--- src/include/lse_params.svh ---
// constants for the led sequence engine
`ifndef LSE_PARAMS_SVH
`define LSE_PARAMS_SVH
`define LSE_IX_ENABLE 8'h00
`define LSE_IX_CONFIG 8'h08
`define LSE_IX_PC0 8'h09
`define LSE_IX_STATUS 8'h0C
`define LSE_IX_PMEM 8'h10
`define LSE_IX_PMEM_END 8'h6F
`define LSE_LOG_BIT 7
`define LSE_INTCLK_BIT 0
`define LSE_DETEN_BIT 1
`define LSE_EXTUSED_BIT 3
`define LSE_MEM_RST 16'h0000
`define LSE_CLK_HZ 20000000
`define LSE_TB_HZ 32768
`define LSE_TB_DIV (`LSE_CLK_HZ / `LSE_TB_HZ)
`define LSE_FIX_TICKS 16
`define LSE_PRE_FAST 16
`define LSE_PRE_SLOW 512
`define LSE_TOUT_TICKS 3
`define LSE_TIN_TICKS 2
`define LSE_RESP_OK 2'b00
`define LSE_RESP_ERR 2'b10
`endif

--- src/include/lse_pkg.sv ---
// types for the led sequence engine
package lse_pkg;
    typedef enum logic [2:0] {
        LSE_IDLE  = 3'b000,
        LSE_RAMP  = 3'b001,
        LSE_FIX   = 3'b010,
        LSE_TWAIT = 3'b011
    } lse_st_t;

    typedef struct packed {
        lse_st_t          st;
        logic [3:0]       pc;
        logic [7:0]       pwm;
        logic [14:0]      cnt;
        logic [14:0]      per;
        logic [7:0]       left;
        logic [15:0]      ins;
        logic [1:0]       execution_control_field;
        logic [15:0][5:0] lc;
        logic [3:0]       lat;
    } lse_ch_t;

    typedef struct packed {
        lse_ch_t [2:0]          ch;
        logic [2:0][15:0][15:0] mem;
        logic                   log_en;
        logic [1:0]             cfg;
        logic [2:0]             irq;
        logic [9:0]             div;
        logic                   sq;
        logic [1:0]             tin;
        logic [1:0]             tout;
        logic                   awf;
        logic                   wf;
        logic [7:0]             awi;
        logic [31:0]            wd;
        logic [3:0]             ws;
        logic                   awready;
        logic                   wready;
        logic                   bvalid;
        logic [1:0]             bresp;
        logic                   arready;
        logic                   rvalid;
        logic [1:0]             rresp;
        logic [31:0]            rdata;
        logic [2:0][7:0]        pwm_q;
        logic                   int_n;
        logic                   trig_oe;
        logic                   trig_out;
    } lse_state_t;
endpackage : lse_pkg

--- src/verilog/lse_engine.sv ---
// three-channel led program engine with axi4-lite registers
`timescale 1ns/1ps
`default_nettype none
`include "lse_params.svh"

module lse_engine #(
    parameter int ADDR_W = 12
) (
    // clock, reset, enable
    input  wire logic              clk,
    input  wire logic              sys_rst,
    input  wire logic              ce,
    // axi4-lite write
    input  wire logic [ADDR_W-1:0] awaddr,
    input  wire logic              awvalid,
    output logic                   awready,
    input  wire logic [31:0]       wdata,
    input  wire logic [3:0]        wstrb,
    input  wire logic              wvalid,
    output logic                   wready,
    output logic [1:0]             bresp,
    output logic                   bvalid,
    input  wire logic              bready,
    // axi4-lite read
    input  wire logic [ADDR_W-1:0] araddr,
    input  wire logic              arvalid,
    output logic                   arready,
    output logic [31:0]            rdata,
    output logic [1:0]             rresp,
    output logic                   rvalid,
    input  wire logic              rready,
    // timebase and trigger pins
    input  wire logic              slow_clock_input,
    input  wire logic              trig_in_n,
    output logic                   trig_out,
    output logic                   trig_oe,
    // led and interrupt outputs
    output logic [2:0][7:0]        pwm_out,
    output logic                   int_n
);

    lse_pkg::lse_state_t r;
    lse_pkg::lse_state_t n;

    // ---------------------------------------------------------------
    // helper functions
    // ---------------------------------------------------------------
    function automatic logic [7:0] logmap(input logic [7:0] p);
        logic [15:0] sq;
        sq = 16'({8'h00, p} * {8'h00, p}) + {7'h00, p, 1'b0};
        return sq[15:8];
    endfunction : logmap

    // completion: advance pc unless single-execute, step modes 01 and 11 drop to hold 00
    function automatic lse_pkg::lse_ch_t fin(input lse_pkg::lse_ch_t c,
                                             input logic jump,
                                             input logic [3:0] tgt);
        lse_pkg::lse_ch_t o;
        o = c;
        o.st = lse_pkg::LSE_IDLE;
        if (jump) begin
            o.pc = tgt;
        end else if (c.execution_control_field != 2'b11) begin
            o.pc = c.pc + 4'h1;
        end
        if (c.execution_control_field[0]) begin
            o.execution_control_field = 2'b00;
        end
        return o;
    endfunction : fin

    function automatic logic is_pmem(input logic [7:0] ix);
        return ix >= `LSE_IX_PMEM && ix <= `LSE_IX_PMEM_END;
    endfunction : is_pmem

    function automatic logic is_reg(input logic [7:0] ix);
        return ix == `LSE_IX_ENABLE || ix == `LSE_IX_CONFIG ||
               (ix >= `LSE_IX_PC0 && ix <= `LSE_IX_STATUS) ||
               is_pmem(ix);
    endfunction : is_reg

    // ---------------------------------------------------------------
    // next state
    // ---------------------------------------------------------------
    always_comb begin
        logic       tick;
        logic       ext_used;
        logic       ext_hit;
        logic [2:0][3:0] snd;
        logic [2:0][3:0] clr;
        logic [3:0] want;
        logic [7:0] ix;
        logic [6:0] rel;
        logic [14:0] pre;
        logic       aw_go;
        logic       w_go;
        logic [1:0] wc;
        n = r;
        tick = 1'b0;
        ext_used = 1'b0;
        ext_hit = 1'b0;
        snd = '0;
        clr = '0;
        want = 4'h0;
        aw_go = 1'b0;
        w_go = 1'b0;
        ix = 8'h00;
        rel = 7'h00;
        pre = 15'h0000;
        wc = 2'b00;

        // timebase select and generation
        ext_used = ~r.cfg[`LSE_INTCLK_BIT] & r.cfg[`LSE_DETEN_BIT];
        n.sq = slow_clock_input;
        if (ext_used) begin
            tick = slow_clock_input & ~r.sq;
        end else begin
            n.div = r.div + 10'h001;
            if (r.div == 10'(`LSE_TB_DIV - 1)) begin
                n.div = 10'h000;
                tick = 1'b1;
            end
        end

        // external trigger pin, own pulses masked
        if (tick) begin
            if (r.tout != 2'b00) begin
                n.tout = r.tout - 2'b01;
            end
            if (!trig_in_n && r.tout == 2'b00) begin
                if (r.tin != 2'(`LSE_TIN_TICKS)) begin
                    n.tin = r.tin + 2'b01;
                    ext_hit = (r.tin == 2'(`LSE_TIN_TICKS - 1));
                end
            end else begin
                n.tin = 2'b00;
            end
        end

        // the three engines
        for (int c = 0; c < 3; c++) begin
            lse_pkg::lse_ch_t e;
            e = r.ch[c];
            if (tick) begin
                case (e.st)
                    lse_pkg::LSE_IDLE: begin
                        if (e.execution_control_field != 2'b00) begin
                            e.ins = r.mem[c][e.pc];
                            e.cnt = 15'(`LSE_FIX_TICKS);
                            e.st = lse_pkg::LSE_FIX;
                            if (!e.ins[15]) begin
                                if (e.ins[13:8] != 6'h00) begin
                                    pre = e.ins[14] ?
                                        15'(`LSE_PRE_SLOW) :
                                        15'(`LSE_PRE_FAST);
                                    e.per = 15'(pre * e.ins[13:8]);
                                    e.cnt = e.per;
                                    e.left = {1'b0, e.ins[6:0]} + 8'h01;
                                    e.st = lse_pkg::LSE_RAMP;
                                end else if (e.ins[14]) begin
                                    e.pwm = e.ins[7:0];
                                end
                            end else if (e.ins[15:13] == 3'b111) begin
                                snd[c] = {e.ins[6], e.ins[3:1]};
                                if (snd[c][3]) begin
                                    n.tout = 2'(`LSE_TOUT_TICKS);
                                end
                            end
                        end
                    end
                    lse_pkg::LSE_RAMP: begin
                        e.cnt = e.cnt - 15'h0001;
                        if (e.cnt == 15'h0000) begin
                            if (e.ins[6:0] != 7'h00) begin
                                if (e.ins[7]) begin
                                    if (e.pwm != 8'h00) begin
                                        e.pwm = e.pwm - 8'h01;
                                    end
                                end else if (e.pwm != 8'hFF) begin
                                    e.pwm = e.pwm + 8'h01;
                                end
                            end
                            e.left = e.left - 8'h01;
                            e.cnt = e.per;
                            if (e.left == 8'h00) begin
                                e = fin(e, 1'b0, 4'h0);
                            end
                        end
                    end
                    lse_pkg::LSE_FIX: begin
                        e.cnt = e.cnt - 15'h0001;
                        if (e.cnt == 15'h0000) begin
                            case (e.ins[15:13])
                                3'b000: begin
                                    if (e.ins[14]) begin
                                        e = fin(e, 1'b0, 4'h0);
                                    end else begin
                                        e = fin(e, 1'b1, 4'h0);
                                    end
                                end
                                3'b101: begin
                                    if (e.ins[12:7] == 6'h00) begin
                                        e = fin(e, 1'b1, e.ins[3:0]);
                                    end else if (e.lc[e.pc] < e.ins[12:7]) begin
                                        e.lc[e.pc] = e.lc[e.pc] + 6'h01;
                                        e = fin(e, 1'b1, e.ins[3:0]);
                                    end else begin
                                        e.lc[e.pc] = 6'h00;
                                        e = fin(e, 1'b0, 4'h0);
                                    end
                                end
                                3'b110: begin
                                    e.st = lse_pkg::LSE_IDLE;
                                    e.pc = 4'h0;
                                    e.execution_control_field = 2'b00;
                                    if (e.ins[12]) begin
                                        n.irq[2-c] = 1'b1;
                                    end
                                    if (e.ins[11]) begin
                                        e.pwm = 8'h00;
                                    end
                                end
                                3'b111: begin
                                    if ({e.ins[12], e.ins[9:7]} != 4'h0) begin
                                        e.st = lse_pkg::LSE_TWAIT;
                                    end else begin
                                        e = fin(e, 1'b0, 4'h0);
                                    end
                                end
                                default: begin
                                    e = fin(e, 1'b0, 4'h0);
                                end
                            endcase
                        end
                    end
                    lse_pkg::LSE_TWAIT: begin
                        want = {e.ins[12], e.ins[9:7]};
                        if ((e.lat & want) == want) begin
                            clr[c] = want;
                            e = fin(e, 1'b0, 4'h0);
                        end
                    end
                    default: begin
                        e.st = lse_pkg::LSE_IDLE;
                    end
                endcase
            end
            n.ch[c] = e;
        end
        // arriving trigger beats a clear in the same cycle
        for (int c = 0; c < 3; c++) begin
            n.ch[c].lat = (r.ch[c].lat & ~clr[c]) |
                          {ext_hit, snd[2][c], snd[1][c], snd[0][c]};
        end

        // axi4-lite write side
        aw_go = awvalid & r.awready;
        w_go = wvalid & r.wready;
        if (aw_go) begin
            n.awf = 1'b1;
            n.awi = awaddr[9:2];
            n.awready = 1'b0;
        end
        if (w_go) begin
            n.wf = 1'b1;
            n.wd = wdata;
            n.ws = wstrb;
            n.wready = 1'b0;
        end
        if (r.awf && r.wf && !r.bvalid) begin
            n.awf = 1'b0;
            n.wf = 1'b0;
            n.bvalid = 1'b1;
            n.bresp = is_reg(r.awi) ? `LSE_RESP_OK : `LSE_RESP_ERR;
            rel = 7'(r.awi - `LSE_IX_PMEM);
            if (r.ws[0]) begin
                if (r.awi == `LSE_IX_ENABLE) begin
                    n.log_en = r.wd[`LSE_LOG_BIT];
                    n.ch[0].execution_control_field = r.wd[5:4];
                    n.ch[1].execution_control_field = r.wd[3:2];
                    n.ch[2].execution_control_field = r.wd[1:0];
                end else if (r.awi == `LSE_IX_CONFIG) begin
                    n.cfg = r.wd[1:0];
                end else if (r.awi >= `LSE_IX_PC0 &&
                             r.awi < `LSE_IX_STATUS) begin
                    wc = 2'(r.awi - `LSE_IX_PC0);
                    if (r.ch[wc].execution_control_field == 2'b00 &&
                        r.ch[wc].st == lse_pkg::LSE_IDLE) begin
                        n.ch[wc].pc = r.wd[3:0];
                    end
                end else if (is_pmem(r.awi)) begin
                    if (rel[0]) begin
                        n.mem[rel[6:5]][rel[4:1]][7:0] = r.wd[7:0];
                    end else begin
                        n.mem[rel[6:5]][rel[4:1]][15:8] = r.wd[7:0];
                    end
                end
            end
        end
        if (r.bvalid && bready) begin
            n.bvalid = 1'b0;
            n.awready = 1'b1;
            n.wready = 1'b1;
        end

        // axi4-lite read side
        if (arvalid && r.arready) begin
            ix = araddr[9:2];
            rel = 7'(ix - `LSE_IX_PMEM);
            n.arready = 1'b0;
            n.rvalid = 1'b1;
            n.rresp = is_reg(ix) ? `LSE_RESP_OK : `LSE_RESP_ERR;
            n.rdata = 32'h0000_0000;
            if (ix == `LSE_IX_ENABLE) begin
                n.rdata[7:0] = {r.log_en, 1'b0, r.ch[0].execution_control_field,
                                r.ch[1].execution_control_field, r.ch[2].execution_control_field};
            end else if (ix == `LSE_IX_CONFIG) begin
                n.rdata[1:0] = r.cfg;
            end else if (ix >= `LSE_IX_PC0 && ix < `LSE_IX_STATUS) begin
                n.rdata[3:0] = r.ch[2'(ix - `LSE_IX_PC0)].pc;
            end else if (ix == `LSE_IX_STATUS) begin
                n.rdata[`LSE_EXTUSED_BIT] = ext_used;
                n.rdata[2:0] = r.irq;
                n.irq = n.irq & ~r.irq;
            end else if (is_pmem(ix)) begin
                n.rdata[7:0] = rel[0] ? r.mem[rel[6:5]][rel[4:1]][7:0] :
                                        r.mem[rel[6:5]][rel[4:1]][15:8];
            end
        end
        if (r.rvalid && rready) begin
            n.rvalid = 1'b0;
            n.arready = 1'b1;
        end

        // registered outputs
        for (int c = 0; c < 3; c++) begin
            n.pwm_q[c] = n.log_en ? logmap(n.ch[c].pwm) :
                                    n.ch[c].pwm;
        end
        n.int_n = ~|n.irq;
        n.trig_oe = n.tout != 2'b00;
        n.trig_out = 1'b0;
    end

    // ---------------------------------------------------------------
    // state register
    // ---------------------------------------------------------------
    always_ff @(posedge clk or posedge sys_rst) begin
        if (sys_rst) begin
            r <= '0;
            r.awready <= 1'b1;
            r.wready <= 1'b1;
            r.arready <= 1'b1;
            r.int_n <= 1'b1;
        end else if (ce) begin
            r <= n;
        end
    end

    assign awready = r.awready;
    assign wready = r.wready;
    assign bvalid = r.bvalid;
    assign bresp = r.bresp;
    assign arready = r.arready;
    assign rvalid = r.rvalid;
    assign rresp = r.rresp;
    assign rdata = r.rdata;
    assign pwm_out = r.pwm_q;
    assign int_n = r.int_n;
    assign trig_oe = r.trig_oe;
    assign trig_out = r.trig_out;

endmodule : lse_engine

`default_nettype wire

--- config.mk ---
export PLATFORM = sky130hd
export DESIGN_NAME = lse_engine
export DESIGN_NICKNAME = d
export VERILOG_FILES = /design/src/include/lse_pkg.sv /design/src/verilog/lse_engine.sv
export VERILOG_INCLUDE_DIRS = /design/src /design/src/include
export SDC_FILE = /design/constraint.sdc
export NUM_CORES = 2
export LEC_CHECK = 0
export BUFFER_PORTS_ARGS = -buffer_cell sky130_fd_sc_hd__buf_2
export CELL_PAD_IN_SITES_DETAIL_PLACEMENT = 1
export CELL_PAD_IN_SITES_GLOBAL_PLACEMENT = 1
export CORE_ASPECT_RATIO = 1.1
export CORE_MARGIN = 5
export CORE_UTILIZATION = 43
export DETAILED_ROUTE_END_ITERATION = 10
export PLACE_DENSITY_LB_ADDON = 0.1
export RECOVER_POWER = 100
export SYNTH_ARGS = -nofsm -noshare
export SYNTH_HDL_FRONTEND = slang
export SYNTH_SLANG_ARGS = --single-unit
--- constraint.sdc ---
create_clock -name clk -period 52.6 [get_ports clk]
set_input_delay 0 -clock clk [delete_from_list [all_inputs] [get_ports clk]]
set_output_delay 0 -clock clk [all_outputs]
set_load 0.03 [all_outputs]
---- Word level (Yosys, flattened, before mapping) ----
Index checks and enable logic that the tools add are counted.
storage, ports and cells
  register bits ........................... 1364
  output and inout bits ................... 68
  logic and storage cells ................. 623
cells by class
  $add $sub $neg .......................... 31
  $mul .................................... 6
  order comparisons ....................... 28
  eq/ne operators ......................... 37
  mux-type cells .......................... 257
  bitwise logic cells ..................... 30
  reductions and logical operators ........ 86
operator list
  cell              number
  $mux 171          16
  $mux 1284         2
  $mux 168          14
  $mux 768          3
  $bwmux 768        2
  $mux 1281         1
  $mux 513          2
  $demux 256 s2     2
  $pmux 102 s3      3
  $pmux 100 s3      3
  $mux 868          1
  $mux 256          3
  $pmux 62 s4       3
  $bmux 171 s2      2
  $bwmux 513        1
  $bmux 256 s2      1
  $pmux 54 s3       3
  $demux 171 s2     1
  $mux 169          2
  $and 96x96->96    3
  $bwmux 96         3
  $not 96->96       3
  $bmux 16 s4       4
  $mux 8            28
  77 further kinds  369

---- Longest topological paths before layout ----
  word-level depth ........................ 23
  gate-level depth with buffers ........... 32
  mapped depth without buffers ............ 30

---- Worst setup path before layout ----
OpenSTA, ideal clock, no wires.
  path kind ............................... register to register
  from .................................... reg r[1067] in the netlist's numbering
  to ...................................... reg r, in the netlist pwm_out[7]
  setup time .............................. 0.120 ns
  arrival ................................. 7.665 ns
  data required time ...................... 52.480 ns
  slack ................................... 44.815 ns
  stages on the path, launching flop included .. 32
  clock period less this slack ............ 7.785 ns
  cell sequence ........................... dfrtp_1 > buf_2 > buf_2 > buf_2 > buf_2 > buf_2 > buf_2 > buf_1 > mux4_2 > mux4_2 > nand2_1 > o311ai_0 > a22oi_1 > clkbuf_1 > nor2_1 > fa_1 > inv_1 > fa_1 > inv_1 > fa_1 > inv_1 > fa_1 > inv_1 > ha_1 > inv_1 > o21ai_0 > nand2_1 > o2111ai_1 > a21o_1 > a21oi_1 > or4_1 > a41o_1
on the way
  word-level cells in the longest chain between the ends .. 18
  elaborated cells on any way between the ends .. 19
RTL lines
  item                                         line                                  text
  start: declaration                           lse_engine.sv:42                      lse_pkg::lse_state_t r;
  start signal: assignment                     lse_engine.sv:356                     r <= n;
  $bmux 16 s4 (*)                              lse_engine.sv:148                     e.ins = r.mem[c][e.pc];
  $mux 16 (not written as such) (*)            lse_engine.sv:148
  $reduce_bool 6->1 or $mux 8 (tied branches)  lse_engine.sv:152, lse_engine.sv:160
  $mux 8                                       lse_engine.sv:152                     if (e.ins[13:8] != 6'h00) begin
  $mux 46 (*)                                  lse_engine.sv:151                     if (!e.ins[15]) begin
  $mux 62 (*)                                  lse_engine.sv:147                     if (e.execution_control_field != 2'b00) begin
  $pmux 62 s4 (*)                              lse_engine.sv:145                     case (e.st)
  $mux 171 (*)                                 lse_engine.sv:144                     if (tick) begin
  [... 2 more ...]                             n/a
  $mux 513                                     lse_engine.sv:284                     end else if (r.awi >= `LSE_IX_PC0 &&
  $mux 1281                                    lse_engine.sv:282                     end else if (r.awi == `LSE_IX_CONFIG) begin
  $mux 169                                     lse_engine.sv:277                     if (r.awi == `LSE_IX_ENABLE) begin
  $mux 1284                                    lse_engine.sv:276                     if (r.ws[0]) begin
  $mux 1284 (*)                                lse_engine.sv:270                     if (r.awf && r.wf && !r.bvalid) begin
  $mul 8x8->16                                 lse_engine.sv:50                      sq = 16'({8'h00, p} * {8'h00, p}) + {7'h00, p, 1'b0};
  $add 16x9->16                                lse_engine.sv:50
  $mux 8 (*)                                   lse_engine.sv:337                     n.pwm_q[c] = n.log_en ? logmap(n.ch[c].pwm) :
Every way passes the cells marked *; elsewhere a longest branch is shown, timed or not. The select of a mux whose other input is x is not followed.
A chain may end at the register's enable or synchronous reset.

==> metrics.yaml <==
hold_viol_final: 0
synth_top_area_share: 0.420
ys.flop_type: "dfrtp_1"
min_period_ns: 18.12
violations: "max-capacitance violations, max-slew violations"
min-delay-start: "awaddr[7]"
dp_hpwl_microns: 202000
power.density_nw_per_um2: 26.4
drt_wl_total_microns: 289000
cts_buffers: 158
initial_core_util: 0.431
yosys_warnings: 0
ys_top_cells_by_area: "dfrtp_1 42%, mux2_2 13%, mux4_2 12%"
row_count: 167
synth_area_leader_cell: "dfrtp_1"
setup_tns_ns: 0
ys_async_sr_fraction: 1.00
irDropWorstVdd_mv: 0.0268
syn_inst: 7168
post_cts_buffers: 0
cts_sinks: 1362
cp-start-kind: "input port"
crit_type: "input port to async pin"
reg2reg_depth: 27
cap_violations: 44
relSlewSlack: -4.93
area_growth_pct: 9.68
startpoint: "sys_rst"
grtUsageTotal: 0.290
h-tree-depth: 4
viasPerCell: 6.28
worstReg2RegStart: "r[1409]$_DFFE_PP0P_"
hold_end: "r[109]$_DFFE_PP0P_"
met3_usage: 0.0537
timing.rr.end: "pwm_out[23]$_DFFE_PP0P_"
antenna_found_initial: 12
status: "finished, violations left"
clock.fmax_ghz: 0.0552
multi_input_area_sq_um: 43700
seqCellArea_sq_um: 34100
synth.avg_cell_area_sq_um: 11.3
drv_slew: 2052
synth-seq-cells: 1362
busiest_layer: "met2"
ys_seq_area_frac: 0.421
grt_use_met2: 0.463
worst_slack_ns: 34.48
synth_edf_count: 0
cts_root_buf: "clkbuf_16"
worstSkewPairLatency_ns: 0.83
fill_cells: 19700
post-route-cell-area_sq_um: 88800
r2r_setup_slack_ns: 38.00
ant_nets: 0
finalSetupViolations: 0
gp_congestion: 0.890
rsz0062_at_grt: "no"
dieArea_sq_um: 197000
synth_common_cells: "1,358 x dfrtp_1, 917 x mux2_2, 750 x nand2_1"
p_leak_uw: 0.0398
grt_pass1_wl_microns: 431000
io_pins: 138
layout-drive-gt1-share: 0.252
use_met1: 0.403
clk_path_buf_depth: 3
port_buffers: 75
wl_per_cell_microns: 30.0
cts.repair.resized: 0
cp_data_required_time_ns: 52.61
fin_skew_ns: 0.0356
fin_nets: 7386
die_w_microns: 424
pre_cts_ws_ns: 42.34
cp.arrival_ns: 18.12
placed_cell_area_sq_um: 83200
drc: 0
finalCritPeriodShare: 0.344
worst_setup_path_end_kind: "async pin"
die_h_microns: 465
clk_pin_slew_worst_paths_ns: 0.06
grt_pass1_vias: 62800
critPathMaxFanout: 154
vias: 60500
cts_tree: "yes"
netlist_area_sq_um: 80900
drtIter0Drc: 5116
core-area_sq_um: 188000
synth.distinct_cells: 97
grt_max_degree: 160
worst_slew_pin_slew_ns: 8.89
yosysMostFrequentCell: "dfrtp_1"
hp-class: "input port to flop"
overflow: 0
firstDrtPassIters: 6
whs_path_depth: 3
hold_buffers: 56
cell usage in the layout (no fill, tap or decap), types with 93 or more instances in the layout:
cell type / instances
dfrtp_1: 1343
mux2_2: 910
nand2_1: 750
o21ai_0: 530
mux4_2: 443
nor2_1: 375
a21oi_1: 238
inv_1: 230
ha_1: 172
clkbuf_16: 166
mux2i_1: 155
nand3_1: 134
nor3_1: 131
clkbuf_1: 124
fa_1: 93
critical path: stages:
cell           delay, ns
dlygate4sd3_1       0.53
buf_2               0.12
dlygate4sd3_1       0.60
clkinvlp_2          2.80
clkbuf_1            2.11
clkbuf_1            2.53
clkbuf_1            6.10
clkbuf_1            3.11
per-stage QoR:
| stage | hold WS [ns] | util | std cells | power, uW |
|---|---|---|---|---|
| 6_report | 0.0802 | 0.473 | 9634 | 2340 |
| 5_1_grt | 0.0418 | 0.472 | 9626 | 2420 |
| 4_1_cts | 0.00738 | 0.474 | 9623 | 2370 |
| 3_5_place_dp | 0.236 | 0.443 | 9283 | 1210 |
| 3_3_place_gp | 0.220 | 0.443 | 9283 | 1210 |
| 2_1_floorplan | 0.103 | - | 7194 | 1170 |
metal layers:
| layer | share of wire | vias up |
|---|---|---|
| met3 | 0.062 | 422 |
| met5 | 0.00016 | - |
| met1 | 0.44 | 32300 |
| met2 | 0.47 | 1658 |
| li1 | - | 26000 |
| met4 | 0.035 | 8 |
area by class of cell:
| type | count | area share |
|---|---|---|
| multi-input combinational | 5037 | 0.492 |
| clock inverter | 49 | 0.00634 |
| inverter | 238 | 0.0102 |
| antenna | 10 | 0.000282 |
| timing repair buffer | 253 | 0.0184 |
| tap | 2450 | 0.0345 |
| sequential | 1362 | 0.385 |
| clock buffer | 235 | 0.0539 |
logic make-up after synthesis:
family	after synthesis	share of synthesized area
flip-flops	1362	0.421
other	1	0.0000463
multiplexers	1516	0.270
AO/OA/AOI/OAI	1336	0.104
AND/OR/NAND/NOR	1766	0.100
XOR/XNOR	126	0.0136
buffers and inverters	795	0.0415
adder cells (fa/ha/maj)	266	0.0498
worst max-delay path by stage:
stage,end,slack (ns)
global route,async pin,30.94
global placement,pwm_out[23]$_DFFE_PP0P_,42.37
detailed placement,pwm_out[23]$_DFFE_PP0P_,42.34
CTS,pwm_out[23]$_DFFE_PP0P_,42.29
floorplan,async pin,14.21
finish,async pin,34.48
where the power goes:
group | switching (uW) | internal [uW]
Clock | 469 | 681
Combinational | 97.7 | 35.8
Sequential | 7.08 | 1050
(Power assumes the default switching activity.)
